==> src/design/rapi_pkg.sv <==
package rapi_pkg;

    // ---------------------------------------------------------------
    // register map
    // ---------------------------------------------------------------
    localparam logic [3:0] REG_CTRL = 4'he;
    localparam logic [3:0] REG_FLAG = 4'hf;

    localparam int CTRL_WEEKDAY_ALARM_ENABLE_BIT = 7;
    localparam int CTRL_DAILY_ALARM_ENABLE_BIT = 6;
    localparam int CTRL_SEL_LSB = 0;
    localparam int FLAG_DAILY_ALARM_FLAG_BIT = 0;
    localparam int FLAG_WEEKDAY_ALARM_FLAG_BIT = 1;
    localparam int FLAG_PERIODIC_FLAG_BIT = 2;

    localparam logic [2:0] SEL_RESET = 3'h0;
    localparam logic FLAG_RESET = 1'b0;
    localparam logic EN_RESET = 1'b0;

    // ---------------------------------------------------------------
    // periodic select codes
    // ---------------------------------------------------------------
    typedef enum logic [2:0] {
        SEL_OFF = 3'h0,
        SEL_FIXED_LOW = 3'h1,
        SEL_PULSE_2HZ = 3'h2,
        SEL_PULSE_1HZ = 3'h3,
        SEL_LVL_SEC = 3'h4,
        SEL_LVL_MIN = 3'h5,
        SEL_LVL_HOUR = 3'h6,
        SEL_LVL_MONTH = 3'h7
    } rapi_sel_t;

    // ---------------------------------------------------------------
    // timing
    // ---------------------------------------------------------------
    localparam longint CLK_HZ = 200_000_000;
    localparam longint SEC_CYC = CLK_HZ;
    localparam longint PULSE_LEAD_NS = 92_000;
    localparam longint PULSE_LEAD_CYC = (PULSE_LEAD_NS * CLK_HZ + 999_999_999) / 1_000_000_000;
    localparam longint ADJ_MAX_NS = 3_784_000;
    localparam longint ADJ_MAX_CYC = (ADJ_MAX_NS * CLK_HZ) / 1_000_000_000;
    localparam logic [4:0] ADJ_PERIOD_SEC = 5'h14;
    localparam int CNT_W = 28;
    localparam int ADJ_W = 21;

    // ---------------------------------------------------------------
    // time values (bcd)
    // ---------------------------------------------------------------
    localparam logic [7:0] BCD_ZERO = 8'h00;
    localparam logic [7:0] BCD_ONE = 8'h01;

endpackage

==> src/design/rapi_tick_if.sv <==
`timescale 1ns/1ps
interface rapi_tick_if;
    logic sec_write;
    logic signed [rapi_pkg::ADJ_W-1:0] adj_cyc;
    logic sec_inc;
    logic low_1hz;
    logic low_2hz;

    modport ctl (output sec_write, output adj_cyc, input sec_inc, input low_1hz, input low_2hz);
    modport div (input sec_write, input adj_cyc, output sec_inc, output low_1hz, output low_2hz);
endinterface

==> src/design/rapi_divider.sv <==
`timescale 1ns/1ps
module rapi_divider #(
    parameter longint SEC_CYC = rapi_pkg::SEC_CYC,
    parameter longint LEAD_CYC = rapi_pkg::PULSE_LEAD_CYC
) (
    input wire logic clk_i,
    input wire logic reset_n_i,
    rapi_tick_if.div tick
);
    localparam logic [rapi_pkg::CNT_W-1:0] PER = rapi_pkg::CNT_W'(SEC_CYC);
    localparam logic [rapi_pkg::CNT_W-1:0] LEAD = rapi_pkg::CNT_W'(LEAD_CYC);

    typedef struct packed {
        logic [rapi_pkg::CNT_W-1:0] cnt;
        logic [rapi_pkg::CNT_W-1:0] len;
        logic [4:0] sec20;
        logic sec_inc;
        logic low_1hz;
        logic low_2hz;
    } rapi_div_t;

    rapi_div_t state_ff;
    rapi_div_t nxt_state;

    always_comb begin
        logic [rapi_pkg::CNT_W-1:0] half;
        logic [rapi_pkg::CNT_W-1:0] quarter;
        logic [rapi_pkg::CNT_W-1:0] pos;
        nxt_state = state_ff;
        nxt_state.sec_inc = 1'b0;
        if (tick.sec_write) begin
            // sub-second stages restart, so pulse output falls at once
            nxt_state.cnt = '0;
        end else if (state_ff.cnt >= state_ff.len - 1'b1) begin
            nxt_state.cnt = '0;
            nxt_state.sec_inc = 1'b1;
            if (state_ff.sec20 == rapi_pkg::ADJ_PERIOD_SEC - 1'b1) begin
                nxt_state.sec20 = '0;
            end else begin
                nxt_state.sec20 = state_ff.sec20 + 1'b1;
            end
            // one second in twenty is stretched or shrunk by the trim value
            if (nxt_state.sec20 == rapi_pkg::ADJ_PERIOD_SEC - 1'b1) begin
                nxt_state.len = PER + rapi_pkg::CNT_W'(tick.adj_cyc);
            end else begin
                nxt_state.len = PER;
            end
        end else begin
            nxt_state.cnt = state_ff.cnt + 1'b1;
        end
        half = nxt_state.len >> 1;
        quarter = half >> 1;
        pos = (nxt_state.cnt < half) ? nxt_state.cnt : nxt_state.cnt - half;
        // falling edge leads the second increment by the lead time
        nxt_state.low_1hz = (nxt_state.cnt >= nxt_state.len - LEAD) ||
                            (nxt_state.cnt < half - LEAD);
        nxt_state.low_2hz = (pos >= half - LEAD) || (pos < quarter - LEAD);
    end

    always_ff @(posedge clk_i or negedge reset_n_i) begin
        if (!reset_n_i) begin
            state_ff <= '0;
            state_ff.len <= PER;
        end else begin
            state_ff <= nxt_state;
        end
    end

    assign tick.sec_inc = state_ff.sec_inc;
    assign tick.low_1hz = state_ff.low_1hz;
    assign tick.low_2hz = state_ff.low_2hz;

endmodule // rapi_divider

==> src/design/rapi_alarm.sv <==
`timescale 1ns/1ps
module rapi_alarm #(
    parameter bit USE_WDAY = 1'b1
) (
    input wire logic clk_i,
    input wire logic reset_n_i,
    input wire logic enable_i,
    input wire logic [6:0] alarm_wday_i,
    input wire logic [7:0] alarm_hour_i,
    input wire logic [7:0] alarm_min_i,
    input wire logic [2:0] wday_i,
    input wire logic [7:0] hour_i,
    input wire logic [7:0] min_i,
    output logic fire_o
);
    typedef struct packed {
        logic match;
        logic fire;
    } rapi_alarm_t;

    rapi_alarm_t state_ff;
    rapi_alarm_t nxt_state;

    always_comb begin
        logic day_ok;
        day_ok = !USE_WDAY || alarm_wday_i[wday_i];
        nxt_state.match = day_ok && (hour_i == alarm_hour_i) && (min_i == alarm_min_i);
        // only the rising edge of a match fires, so enabling during a standing
        // match waits for the next matching time
        nxt_state.fire = enable_i && nxt_state.match && !state_ff.match;
    end

    always_ff @(posedge clk_i or negedge reset_n_i) begin
        if (!reset_n_i) begin
            state_ff <= '0;
        end else begin
            state_ff <= nxt_state;
        end
    end

    assign fire_o = state_ff.fire;

endmodule // rapi_alarm

==> src/design/rapi_irq.sv <==
`timescale 1ns/1ps
module rapi_irq #(
    parameter longint SEC_CYC = rapi_pkg::SEC_CYC,
    parameter longint LEAD_CYC = rapi_pkg::PULSE_LEAD_CYC,
    parameter longint ADJ_MAX_CYC = rapi_pkg::ADJ_MAX_CYC
) (
    input wire logic clk_i,
    input wire logic reset_n_i,
    input wire logic power_on_flag_i,
    input wire logic reg_wr_i,
    input wire logic reg_rd_i,
    input wire logic [3:0] reg_addr_i,
    input wire logic [7:0] reg_wdata_i,
    output logic [7:0] reg_rdata_o,
    input wire logic sec_write_i,
    input wire logic signed [rapi_pkg::ADJ_W-1:0] adj_cyc_i,
    input wire logic [7:0] sec_i,
    input wire logic [7:0] min_i,
    input wire logic [7:0] hour_i,
    input wire logic [2:0] wday_i,
    input wire logic [7:0] mday_i,
    input wire logic [6:0] alarm_w_wday_i,
    input wire logic [7:0] alarm_w_hour_i,
    input wire logic [7:0] alarm_w_min_i,
    input wire logic [7:0] alarm_d_hour_i,
    input wire logic [7:0] alarm_d_min_i,
    output logic sec_inc_o,
    output logic irq_out_n_o,
    output logic irq_oe_n_o
);
    localparam logic signed [rapi_pkg::ADJ_W-1:0] ADJ_LIM = rapi_pkg::ADJ_W'(ADJ_MAX_CYC);

    // ---------------------------------------------------------------
    // state
    // ---------------------------------------------------------------
    typedef struct packed {
        logic weekday_alarm_enable;
        logic daily_alarm_enable;
        logic [2:0] periodic_select;
        logic daily_alarm_flag;
        logic weekday_alarm_flag;
        logic periodic_flag;
        logic lvl_check;
        logic irq_n;
        logic [7:0] rdata;
    } rapi_top_t;

    rapi_top_t state_ff;
    rapi_top_t nxt_state;

    rapi_tick_if tick ();

    logic wk_fire;
    logic dy_fire;
    logic signed [rapi_pkg::ADJ_W-1:0] adj_clamped;

    // ---------------------------------------------------------------
    // sub-second divider and alarm comparators
    // ---------------------------------------------------------------
    // trim is clamped so a bad setting cannot exceed the documented swing
    always_comb begin
        if (adj_cyc_i > ADJ_LIM) begin
            adj_clamped = ADJ_LIM;
        end else if (adj_cyc_i < -ADJ_LIM) begin
            adj_clamped = -ADJ_LIM;
        end else begin
            adj_clamped = adj_cyc_i;
        end
    end

    assign tick.sec_write = sec_write_i;
    assign tick.adj_cyc = adj_clamped;

    rapi_divider #(
        .SEC_CYC(SEC_CYC),
        .LEAD_CYC(LEAD_CYC)
    ) u_div (
        .clk_i(clk_i),
        .reset_n_i(reset_n_i),
        .tick(tick.div)
    );

    rapi_alarm #(
        .USE_WDAY(1'b1)
    ) u_alarm_wk (
        .clk_i(clk_i),
        .reset_n_i(reset_n_i),
        .enable_i(state_ff.weekday_alarm_enable),
        .alarm_wday_i(alarm_w_wday_i),
        .alarm_hour_i(alarm_w_hour_i),
        .alarm_min_i(alarm_w_min_i),
        .wday_i(wday_i),
        .hour_i(hour_i),
        .min_i(min_i),
        .fire_o(wk_fire)
    );

    rapi_alarm #(
        .USE_WDAY(1'b0)
    ) u_alarm_dy (
        .clk_i(clk_i),
        .reset_n_i(reset_n_i),
        .enable_i(state_ff.daily_alarm_enable),
        .alarm_wday_i(7'h00),
        .alarm_hour_i(alarm_d_hour_i),
        .alarm_min_i(alarm_d_min_i),
        .wday_i(wday_i),
        .hour_i(hour_i),
        .min_i(min_i),
        .fire_o(dy_fire)
    );

    // ---------------------------------------------------------------
    // registers, flags and output
    // ---------------------------------------------------------------
    always_comb begin
        logic lvl_event;
        logic wr_ctrl;
        logic wr_flag;
        logic per_low;
        logic clr_d;
        logic clr_w;
        logic clr_c;
        lvl_event = 1'b0;
        per_low = 1'b0;
        nxt_state = state_ff;
        wr_ctrl = reg_wr_i && (reg_addr_i == rapi_pkg::REG_CTRL);
        wr_flag = reg_wr_i && (reg_addr_i == rapi_pkg::REG_FLAG);
        // counters update on the increment; check their new values a cycle on
        nxt_state.lvl_check = tick.sec_inc;

        // level mode event selection
        case (rapi_pkg::rapi_sel_t'(state_ff.periodic_select))
            rapi_pkg::SEL_LVL_SEC: begin
                lvl_event = state_ff.lvl_check;
            end
            rapi_pkg::SEL_LVL_MIN: begin
                lvl_event = state_ff.lvl_check && (sec_i == rapi_pkg::BCD_ZERO);
            end
            rapi_pkg::SEL_LVL_HOUR: begin
                lvl_event = state_ff.lvl_check && (sec_i == rapi_pkg::BCD_ZERO) &&
                            (min_i == rapi_pkg::BCD_ZERO);
            end
            rapi_pkg::SEL_LVL_MONTH: begin
                lvl_event = state_ff.lvl_check && (sec_i == rapi_pkg::BCD_ZERO) &&
                            (min_i == rapi_pkg::BCD_ZERO) &&
                            (hour_i == rapi_pkg::BCD_ZERO) &&
                            (mday_i == rapi_pkg::BCD_ONE);
            end
            default: begin
                lvl_event = 1'b0;
            end
        endcase

        // control register
        if (wr_ctrl) begin
            nxt_state.weekday_alarm_enable = reg_wdata_i[rapi_pkg::CTRL_WEEKDAY_ALARM_ENABLE_BIT];
            nxt_state.daily_alarm_enable = reg_wdata_i[rapi_pkg::CTRL_DAILY_ALARM_ENABLE_BIT];
            nxt_state.periodic_select = reg_wdata_i[rapi_pkg::CTRL_SEL_LSB +: 3];
        end

        // flags: writing 1 leaves a flag alone, an event in the same cycle wins
        clr_d = wr_flag && !reg_wdata_i[rapi_pkg::FLAG_DAILY_ALARM_FLAG_BIT];
        clr_w = wr_flag && !reg_wdata_i[rapi_pkg::FLAG_WEEKDAY_ALARM_FLAG_BIT];
        clr_c = wr_flag && !reg_wdata_i[rapi_pkg::FLAG_PERIODIC_FLAG_BIT];
        nxt_state.daily_alarm_flag = (state_ff.daily_alarm_flag && !clr_d) || dy_fire;
        nxt_state.weekday_alarm_flag = (state_ff.weekday_alarm_flag && !clr_w) ||
                                       wk_fire;
        nxt_state.periodic_flag = (state_ff.periodic_flag && !clr_c) || lvl_event;

        // power-on flag overrides control writes and flag events
        if (power_on_flag_i) begin
            nxt_state.weekday_alarm_enable = rapi_pkg::EN_RESET;
            nxt_state.daily_alarm_enable = rapi_pkg::EN_RESET;
            nxt_state.periodic_select = rapi_pkg::SEL_RESET;
            nxt_state.daily_alarm_flag = rapi_pkg::FLAG_RESET;
            nxt_state.weekday_alarm_flag = rapi_pkg::FLAG_RESET;
            nxt_state.periodic_flag = rapi_pkg::FLAG_RESET;
        end

        // periodic drive, from the already registered select
        case (rapi_pkg::rapi_sel_t'(state_ff.periodic_select))
            rapi_pkg::SEL_OFF: begin
                per_low = 1'b0;
            end
            rapi_pkg::SEL_FIXED_LOW: begin
                per_low = 1'b1;
            end
            rapi_pkg::SEL_PULSE_2HZ: begin
                per_low = tick.low_2hz;
            end
            rapi_pkg::SEL_PULSE_1HZ: begin
                per_low = tick.low_1hz;
            end
            default: begin
                per_low = state_ff.periodic_flag;
            end
        endcase

        // negative-logic or of all sources
        nxt_state.irq_n = !((state_ff.daily_alarm_flag && state_ff.daily_alarm_enable) ||
                            (state_ff.weekday_alarm_flag && state_ff.weekday_alarm_enable) ||
                            per_low);

        // read data, unused bits read as zero
        if (reg_rd_i) begin
            nxt_state.rdata = 8'h00;
            if (reg_addr_i == rapi_pkg::REG_CTRL) begin
                nxt_state.rdata[rapi_pkg::CTRL_WEEKDAY_ALARM_ENABLE_BIT] = state_ff.weekday_alarm_enable;
                nxt_state.rdata[rapi_pkg::CTRL_DAILY_ALARM_ENABLE_BIT] = state_ff.daily_alarm_enable;
                nxt_state.rdata[rapi_pkg::CTRL_SEL_LSB +: 3] = state_ff.periodic_select;
            end else if (reg_addr_i == rapi_pkg::REG_FLAG) begin
                nxt_state.rdata[rapi_pkg::FLAG_DAILY_ALARM_FLAG_BIT] = state_ff.daily_alarm_flag;
                nxt_state.rdata[rapi_pkg::FLAG_WEEKDAY_ALARM_FLAG_BIT] = state_ff.weekday_alarm_flag;
                nxt_state.rdata[rapi_pkg::FLAG_PERIODIC_FLAG_BIT] = state_ff.periodic_flag;
            end
        end
    end

    always_ff @(posedge clk_i or negedge reset_n_i) begin
        if (!reset_n_i) begin
            state_ff <= '0;
            state_ff.irq_n <= 1'b1;
        end else begin
            state_ff <= nxt_state;
        end
    end

    // open-drain pin: data and enable both carry the registered interrupt level
    assign reg_rdata_o = state_ff.rdata;
    assign sec_inc_o = tick.sec_inc;
    assign irq_out_n_o = state_ff.irq_n;
    assign irq_oe_n_o = state_ff.irq_n;

endmodule // rapi_irq

==> config.mk <==
export PLATFORM = sky130hd
export DESIGN_NAME = rapi_irq
export DESIGN_NICKNAME = d
export VERILOG_FILES = /design/src/design/rapi_pkg.sv /design/src/design/rapi_tick_if.sv /design/src/design/rapi_divider.sv /design/src/design/rapi_alarm.sv /design/src/design/rapi_irq.sv
export SDC_FILE = /design/constraint.sdc
export NUM_CORES = 1
export LEC_CHECK = 0
export BUFFER_PORTS_ARGS = -buffer_cell sky130_fd_sc_hd__clkbuf_2
export CAP_MARGIN = 20
export CORE_ASPECT_RATIO = 1.2
export CORE_UTILIZATION = 55
export DETAILED_ROUTE_END_ITERATION = 8
export PLACE_DENSITY_LB_ADDON = 0.05
export REMOVE_ABC_BUFFERS = 1
export SLEW_MARGIN = 25
export SYNTH_ARGS = -nofsm -noshare
export SYNTH_HDL_FRONTEND = slang
export SYNTH_SLANG_ARGS = --single-unit
==> constraint.sdc <==
create_clock -name clk_i -period 9.52 [get_ports clk_i]
set_input_delay 0.476 -clock clk_i [delete_from_list [all_inputs] [get_ports clk_i]]
set_output_delay 0.476 -clock clk_i [all_outputs]
set_load 0.005 [all_outputs]
==> impl_metrics.json, run 1 <==
{
  "ios": 124,
  "wl_met2_um": 14800,
  "insertion_delay_ns": 0.34,
  "finalHoldViolCount": 0,
  "worstRegToRegCells": 39,
  "drcViolationCount": 0,
  "firstDrtPassIters": 5,
  "gp_congestion": 0.960,
  "finalNetCount": 1770,
  "cts_tree": "yes",
  "die_height_um": 156,
  "tightest_slew_ns": 0.883,
  "async_flop_share_pct": 100,
  "grt_util_all_layers_pct": 31.8,
  "maxCapViolCount": 0,
  "fmax_ghz": 0.110,
  "crit_type": "reg -> reg",
  "cts_max_level": 3,
  "hold_class": "in -> reg",
  "holdPathEnd": "state_ff[16]",
  "routed.top_layer": "met4",
  "wl_met3_um": 1510,
  "timing.hold.ws_ns": 0.365,
  "switchingPower_uw": 216,
  "drv_slew": 0,
  "cts_max_path_buffers": 2,
  "fill_cells": 1796,
  "critPathCaptureType": "flop",
  "crit_required_ns": 9.74,
  "cts_buffers": 9,
  "worstHoldStart": "reg_wdata_i[6]",
  "cpPeakStageDelay_ns": 0.57,
  "die_w_um": 130,
  "dpl_cell_area_um2": 12100,
  "antenna_cells": 0,
  "switching_share_pct": 25.5,
  "crit_fanout": 21,
  "netlist_instances": 1324,
  "design_area_um2": 12600,
  "ys_types": 88,
  "holdPathStages": 3,
  "grt_pass1_vias": 9729,
  "vdd_drop_max_v": 0.0000659,
  "leakagePower_nw": 6.06,
  "status": "complete, no violations",
  "synth.avg_cell_area_um2": 8.23,
  "finalPower_uw": 848,
  "pre_cts_ws_ns": -0.137,
  "final_common_cell": "ha_1",
  "hpwlAfterDp_um": 27300,
  "setup_ws_ns": 0.429,
  "final_layout_size_suffix_gt1_share_pct": 18.4,
  "via_per_inst": 5.87,
  "powerDensity_nw_per_um2": 67.1,
  "fin_skew_ns": 0.0108,
  "crit_arrival_ns": 9.31,
  "yosysSeqAreaShare_pct": 19.2,
  "num_rows": 56,
  "grt_pass1_wl_um": 49200,
  "wl_um": 32300,
  "grt_max_degree": 72,
  "synthFlopType": "dfrtp_1",
  "ant_nets": 0,
  "synth_warnings": 0,
  "dp.cells": 1732,
  "drt_iter0_markers": 579,
  "p_clk_share_pct": 43.9,
  "syn_area_um2": 10900,
  "start_kind": "flop",
  "reg2reg_from": "u_div.state_ff[15]",
  "r2r_slack_ns": 0.43,
  "wl_met1_um": 14700,
  "p_comb_share_pct": 14.1,
  "num_vias": 10300,
  "clk_pin_slew_ns": 0.07,
  "final_cell_mix": "168 x ha_1, 116 x clkbuf_2, 115 x xnor2_1",
  "antenna_found_initial": 0,
  "grt_overflow": 0,
  "synth-edff-count": 0,
  "cts_root_buffer": "clkbuf_16",
  "design.die.area_um2": 20400,
  "portBuffers": 117,
  "cpMaxStageDelayCell": "or4_4",
  "instances_no_fill": 1752,
  "wl_per_cell_um": 18.5,
  "p_seq_share_pct": 42.0,
  "period_needed_ns": 9.09,
  "period_share_pct": 95.5,
  "start_util_pct": 55.9,
  "syn_to_final_growth_pct": 16.0,
  "r2r-end": "u_div.tick.low_2hz",
  "clock_sinks": 83,
  "setup-violations-final": 0,
  "coreArea_um2": 19500,
  "internal-power_uw": 631,
  "synth_seq_cells": 83,
  "relSlewSlack_pct": 40.7
}
what timing repair did:
| item | in CTS | in global routing |
|---|---|---|
| pin swaps | 0 | 7 |
| setup buffers | 0 | 2 |
| endpoints found under the hold margin | 12 | 0 |
| setup endpoints to repair | 1 | 1 |
| hold buffers | 1 | 0 |
| gates resized for setup | 3 | 27 |
through the flow:
step | utilization (%) | TNS [ns]
5_1_grt | 64.9 | -0.118
4_1_cts | 64.1 | 0
6_report | 64.9 | 0
3_5_place_dp | 62.3 | -0.137
2_1_floorplan | - | -0.151
3_3_place_gp | 62.3 | 0
critical path, delay by kind of cell, from the launching register on:
family,cells,cell delay (ns)
compound gates,15,2.92
simple gates,13,3.33
fa+ha+maj,3,0.84
mux,2,0.56
flops,1,0.37
buf+inv,5,0.77
xor+xnor,1,0.15
worst max path at each step:
stage | startpoint | to | slack [ns] | cells past startpoint
after floorplan | u_div.state_ff[13] | u_div.tick.low_2hz | -0.15 | 41
after global placement | u_div.state_ff[15] | u_div.tick.low_2hz | 0.05 | 41
after detailed placement | u_div.state_ff[15] | u_div.tick.low_2hz | -0.14 | 41
after CTS | u_div.state_ff[15] | u_div.tick.low_2hz | 0.003 | 41
after global routing | u_div.state_ff[15] | u_div.tick.low_2hz | -0.12 | 41
final | u_div.state_ff[15] | u_div.tick.low_2hz | 0.43 | 39
final cells by class:
cell class                      count  area (µm²)  share of cell area [%]
Multi-Input combinational cell   1145        8500                    67.3
Sequential cell                    83        2090                    16.6
Timing Repair Buffer              183        1150                    9.08
Tap cell                          261         327                    2.58
Clock buffer                       11         253                    2.00
Inverter                           64         248                    1.96
Clock inverter                      5        67.6                   0.535
flip-flops by register name, summed over array words and instances (netlist names):
register             flops
irq_oe_n_o               1
state_ff                 9
u_alarm_wk.fire_o        1
u_div.state_ff          61
u_div.tick.low_2hz       1
u_div.tick.sec_inc       1
u_div.tick.low_1hz       1
u_alarm_dy.state_ff      1
u_alarm_dy.fire_o        1
u_alarm_wk.state_ff      1
reg_rdata_o              5
metal layers:
metal  vias up  GRT usage (%)
li1       5148              -
met1      4803           41.1
met2       285           53.9
met3        53           2.13
met4         0           14.0
met5         -              0
power by group through the flow:
stage | clock network, mW | registers (mW) | logic [mW]
2_1_floorplan | 0 | 0.362 | 0.0573
3_3_place_gp | 0 | 0.363 | 0.114
3_5_place_dp | 0 | 0.363 | 0.116
4_1_cts | 0.376 | 0.356 | 0.117
5_1_grt | 0.388 | 0.356 | 0.133
6_report | 0.372 | 0.356 | 0.119
synthesized netlist by cell type (21+ instances only):
library cell / count / area (µm²)
a21o_1: 58 / 435
a21oi_1: 79 / 395
dfrtp_1: 70 / 1750
ha_1: 170 / 2130
inv_1: 54 / 203
nand2_1: 112 / 420
nand2b_1: 21 / 131
nand3_1: 48 / 240
nand4_1: 41 / 257
nor2_1: 107 / 402
nor2b_1: 22 / 138
nor3_1: 30 / 150
nor4_1: 23 / 144
o21ai_0: 68 / 340
xnor2_1: 115 / 1010
xor2_1: 51 / 447
kinds of logic after synthesis:
kind of cell	synth area share (%)
simple gates	22.1
mux	3.54
flops	19.2
fa+ha+maj	19.7
other cells	0.0344
buf+inv	3.94
xor+xnor	13.3
compound gates	18.1
Note: power is estimated with default switching activity, not from simulation.
==> inputs of run 2 (changes only) <==
Settings changed: RECOVER_POWER from default to 100.
==> run 2 against run 1 <==
The run now ends with max-capacitance violations, max-slew violations left. First-iteration DRC count up 12%. Via count up 0.27%. Final cell count unchanged. Register-to-register slack got worse by 0.02 ns. Non-clock buffer count did not move. Wire length hardly changed. Critical path depth unchanged. Power decreased by 0.35%. Die area stayed put. Fmax shrank 0.22%. Utilization decreased by 0.20 points. Final area decreased by 0.31%. Critical endpoint unchanged. Highest routed layer unchanged.
==> impl_metrics.json, run 2 (synthesized netlist as in run 1, its figures left out) <==
{
  "final_common_cell": "ha_1",
  "firstDrtPassIters": 8,
  "cts_max_path_buffers": 2,
  "pre_cts_ws_ns": -0.137,
  "grt_pass1_vias": 9729,
  "dp.cells": 1732,
  "finalNetCount": 1770,
  "instances_no_fill": 1752,
  "drt_iter0_markers": 649,
  "cts_max_level": 3,
  "cts_root_buffer": "clkbuf_16",
  "tightest_slew_ns": 2.59,
  "crit_required_ns": 9.74,
  "fill_cells": 1802,
  "design.die.area_um2": 20400,
  "setup-violations-final": 0,
  "die_height_um": 156,
  "cpPeakStageDelay_ns": 0.57,
  "top_register": "u_div.state_ff",
  "antenna_cells": 0,
  "final_layout_size_suffix_gt1_share_pct": 17.8,
  "start_kind": "flop",
  "fmax_ghz": 0.110,
  "crit_fanout": 21,
  "grt_pass1_wl_um": 49200,
  "largest_reg_flops": 61,
  "grt_util_all_layers_pct": 31.8,
  "relSlewSlack_pct": -72.5,
  "gp_congestion": 0.960,
  "crit_family": "simple AND/OR/NAND/NOR gates",
  "dpl_cell_area_um2": 12100,
  "period_needed_ns": 9.11,
  "setup_ws_ns": 0.409,
  "final_cell_mix": "168 x ha_1, 115 x xnor2_1, 112 x nand2_1",
  "num_vias": 10300,
  "num_rows": 56,
  "grt_overflow": 0,
  "start_util_pct": 55.9,
  "crit_arrival_ns": 9.33,
  "wl_um": 32300,
  "via_per_inst": 5.89,
  "design_area_um2": 12600,
  "clock_sinks": 83,
  "coreArea_um2": 19500,
  "wl_per_cell_um": 18.5,
  "fin_skew_ns": 0.0115,
  "status": "finished with violations",
  "cts_tree": "yes",
  "hpwlAfterDp_um": 27300,
  "violations": "max-capacitance violations, max-slew violations",
  "drcViolationCount": 0,
  "period_share_pct": 95.7,
  "insertion_delay_ns": 0.34,
  "critPathCaptureType": "flop",
  "ios": 124,
  "leakagePower_nw": 6.02,
  "hold_class": "in -> reg",
  "vdd_drop_max_v": 0.0000665,
  "die_w_um": 130,
  "cts_buffers": 9,
  "cpMaxStageDelayCell": "or4_4",
  "crit_buf_inv": 4,
  "utilization_pct": 64.7,
  "drv_slew": 48,
  "antenna_found_initial": 0,
  "powerDensity_nw_per_um2": 67.0,
  "maxCapViolCount": 1,
  "finalHoldViolCount": 0,
  "clk_pin_slew_ns": 0.07,
  "grt_max_degree": 72,
  "ant_nets": 0,
  "portBuffers": 117,
  "crit_type": "reg -> reg",
  "syn_to_final_growth_pct": 15.6
}
[run 2: cell count changes in the layout (fill, tap and decap cells not counted), sizes merged]
cell / change
buf: -3
clkbuf: +3
[run 2: routing by layer]
| metal | track usage [%] | wire length (µm) |
|---|---|---|
| met4 | 14.0 | 1380 |
| met2 | 53.9 | 14700 |
| met3 | 2.13 | 1490 |
| met5 | 0 | 0 |
| met1 | 41.1 | 14700 |
[run 2: worst register-to-register path, delay by kind of cell (launching register included)]
| kind | cells | cell delay (ns) |
|---|---|---|
| buf+inv | 4 | 0.60 |
| compound gates | 15 | 2.92 |
| fa+ha+maj | 3 | 0.83 |
| flops | 1 | 0.37 |
| mux | 2 | 0.56 |
| xor+xnor | 1 | 0.10 |
| simple gates | 14 | 3.57 |
[run 2: final timing paths]
kind                                             start                  to  slack [ns]  cells after the start
min in group asynchronous                    reset_n_i  u_div.state_ff[36]        0.71                      2
worst max register to register      u_div.state_ff[15]  u_div.tick.low_2hz        0.41                     39
worst max-delay path                u_div.state_ff[15]  u_div.tick.low_2hz        0.41                     39
worst min-delay path                    reg_wdata_i[6]        state_ff[16]        0.36                      3
worst min register to register  u_alarm_wk.state_ff[1]   u_alarm_wk.fire_o        0.41                      1
max in group asynchronous                    reset_n_i  u_div.state_ff[63]        4.81                      4
[run 2: what timing repair did]
action | 4_1_cts | 5_1_grt
cloned | 0 | 0
gates resized for setup | 3 | 27
endpoints found under the hold margin | 12 | 0
buffers inserted | 0 | 2
pin swaps | 0 | 7
endpoints found under the setup margin | 1 | 1
hold buffers | 1 | 0
[run 2: cell type report]
class                      instances  area [µm²]  share of cell area [%]
sequential                        83        2090                    16.6
tap                              261         327                    2.59
multi-input combinational       1145        8500                    67.5
clock inverter                     5        67.6                   0.536
clock buffer                      11         253                    2.01
inverter                          64         248                    1.97
timing repair buffer             183        1110                    8.80
[run 2: stage by stage]
step | power (mW) | TNS (ns) | hold slack [ns]
final | 0.845 | 0 | 0.363
after global routing | 0.876 | -0.118 | 0.380
after CTS | 0.850 | 0 | 0.355
after detailed placement | 0.479 | -0.137 | 0.332
after global placement | 0.477 | 0 | 0.326
after floorplan | 0.420 | -0.151 | 0.180
[run 2: report_power, final]
group / switching, mW / internal [mW]
clock: 0.149 / 0.221
combinational: 0.0638 / 0.0537
sequential: 0.00203 / 0.354
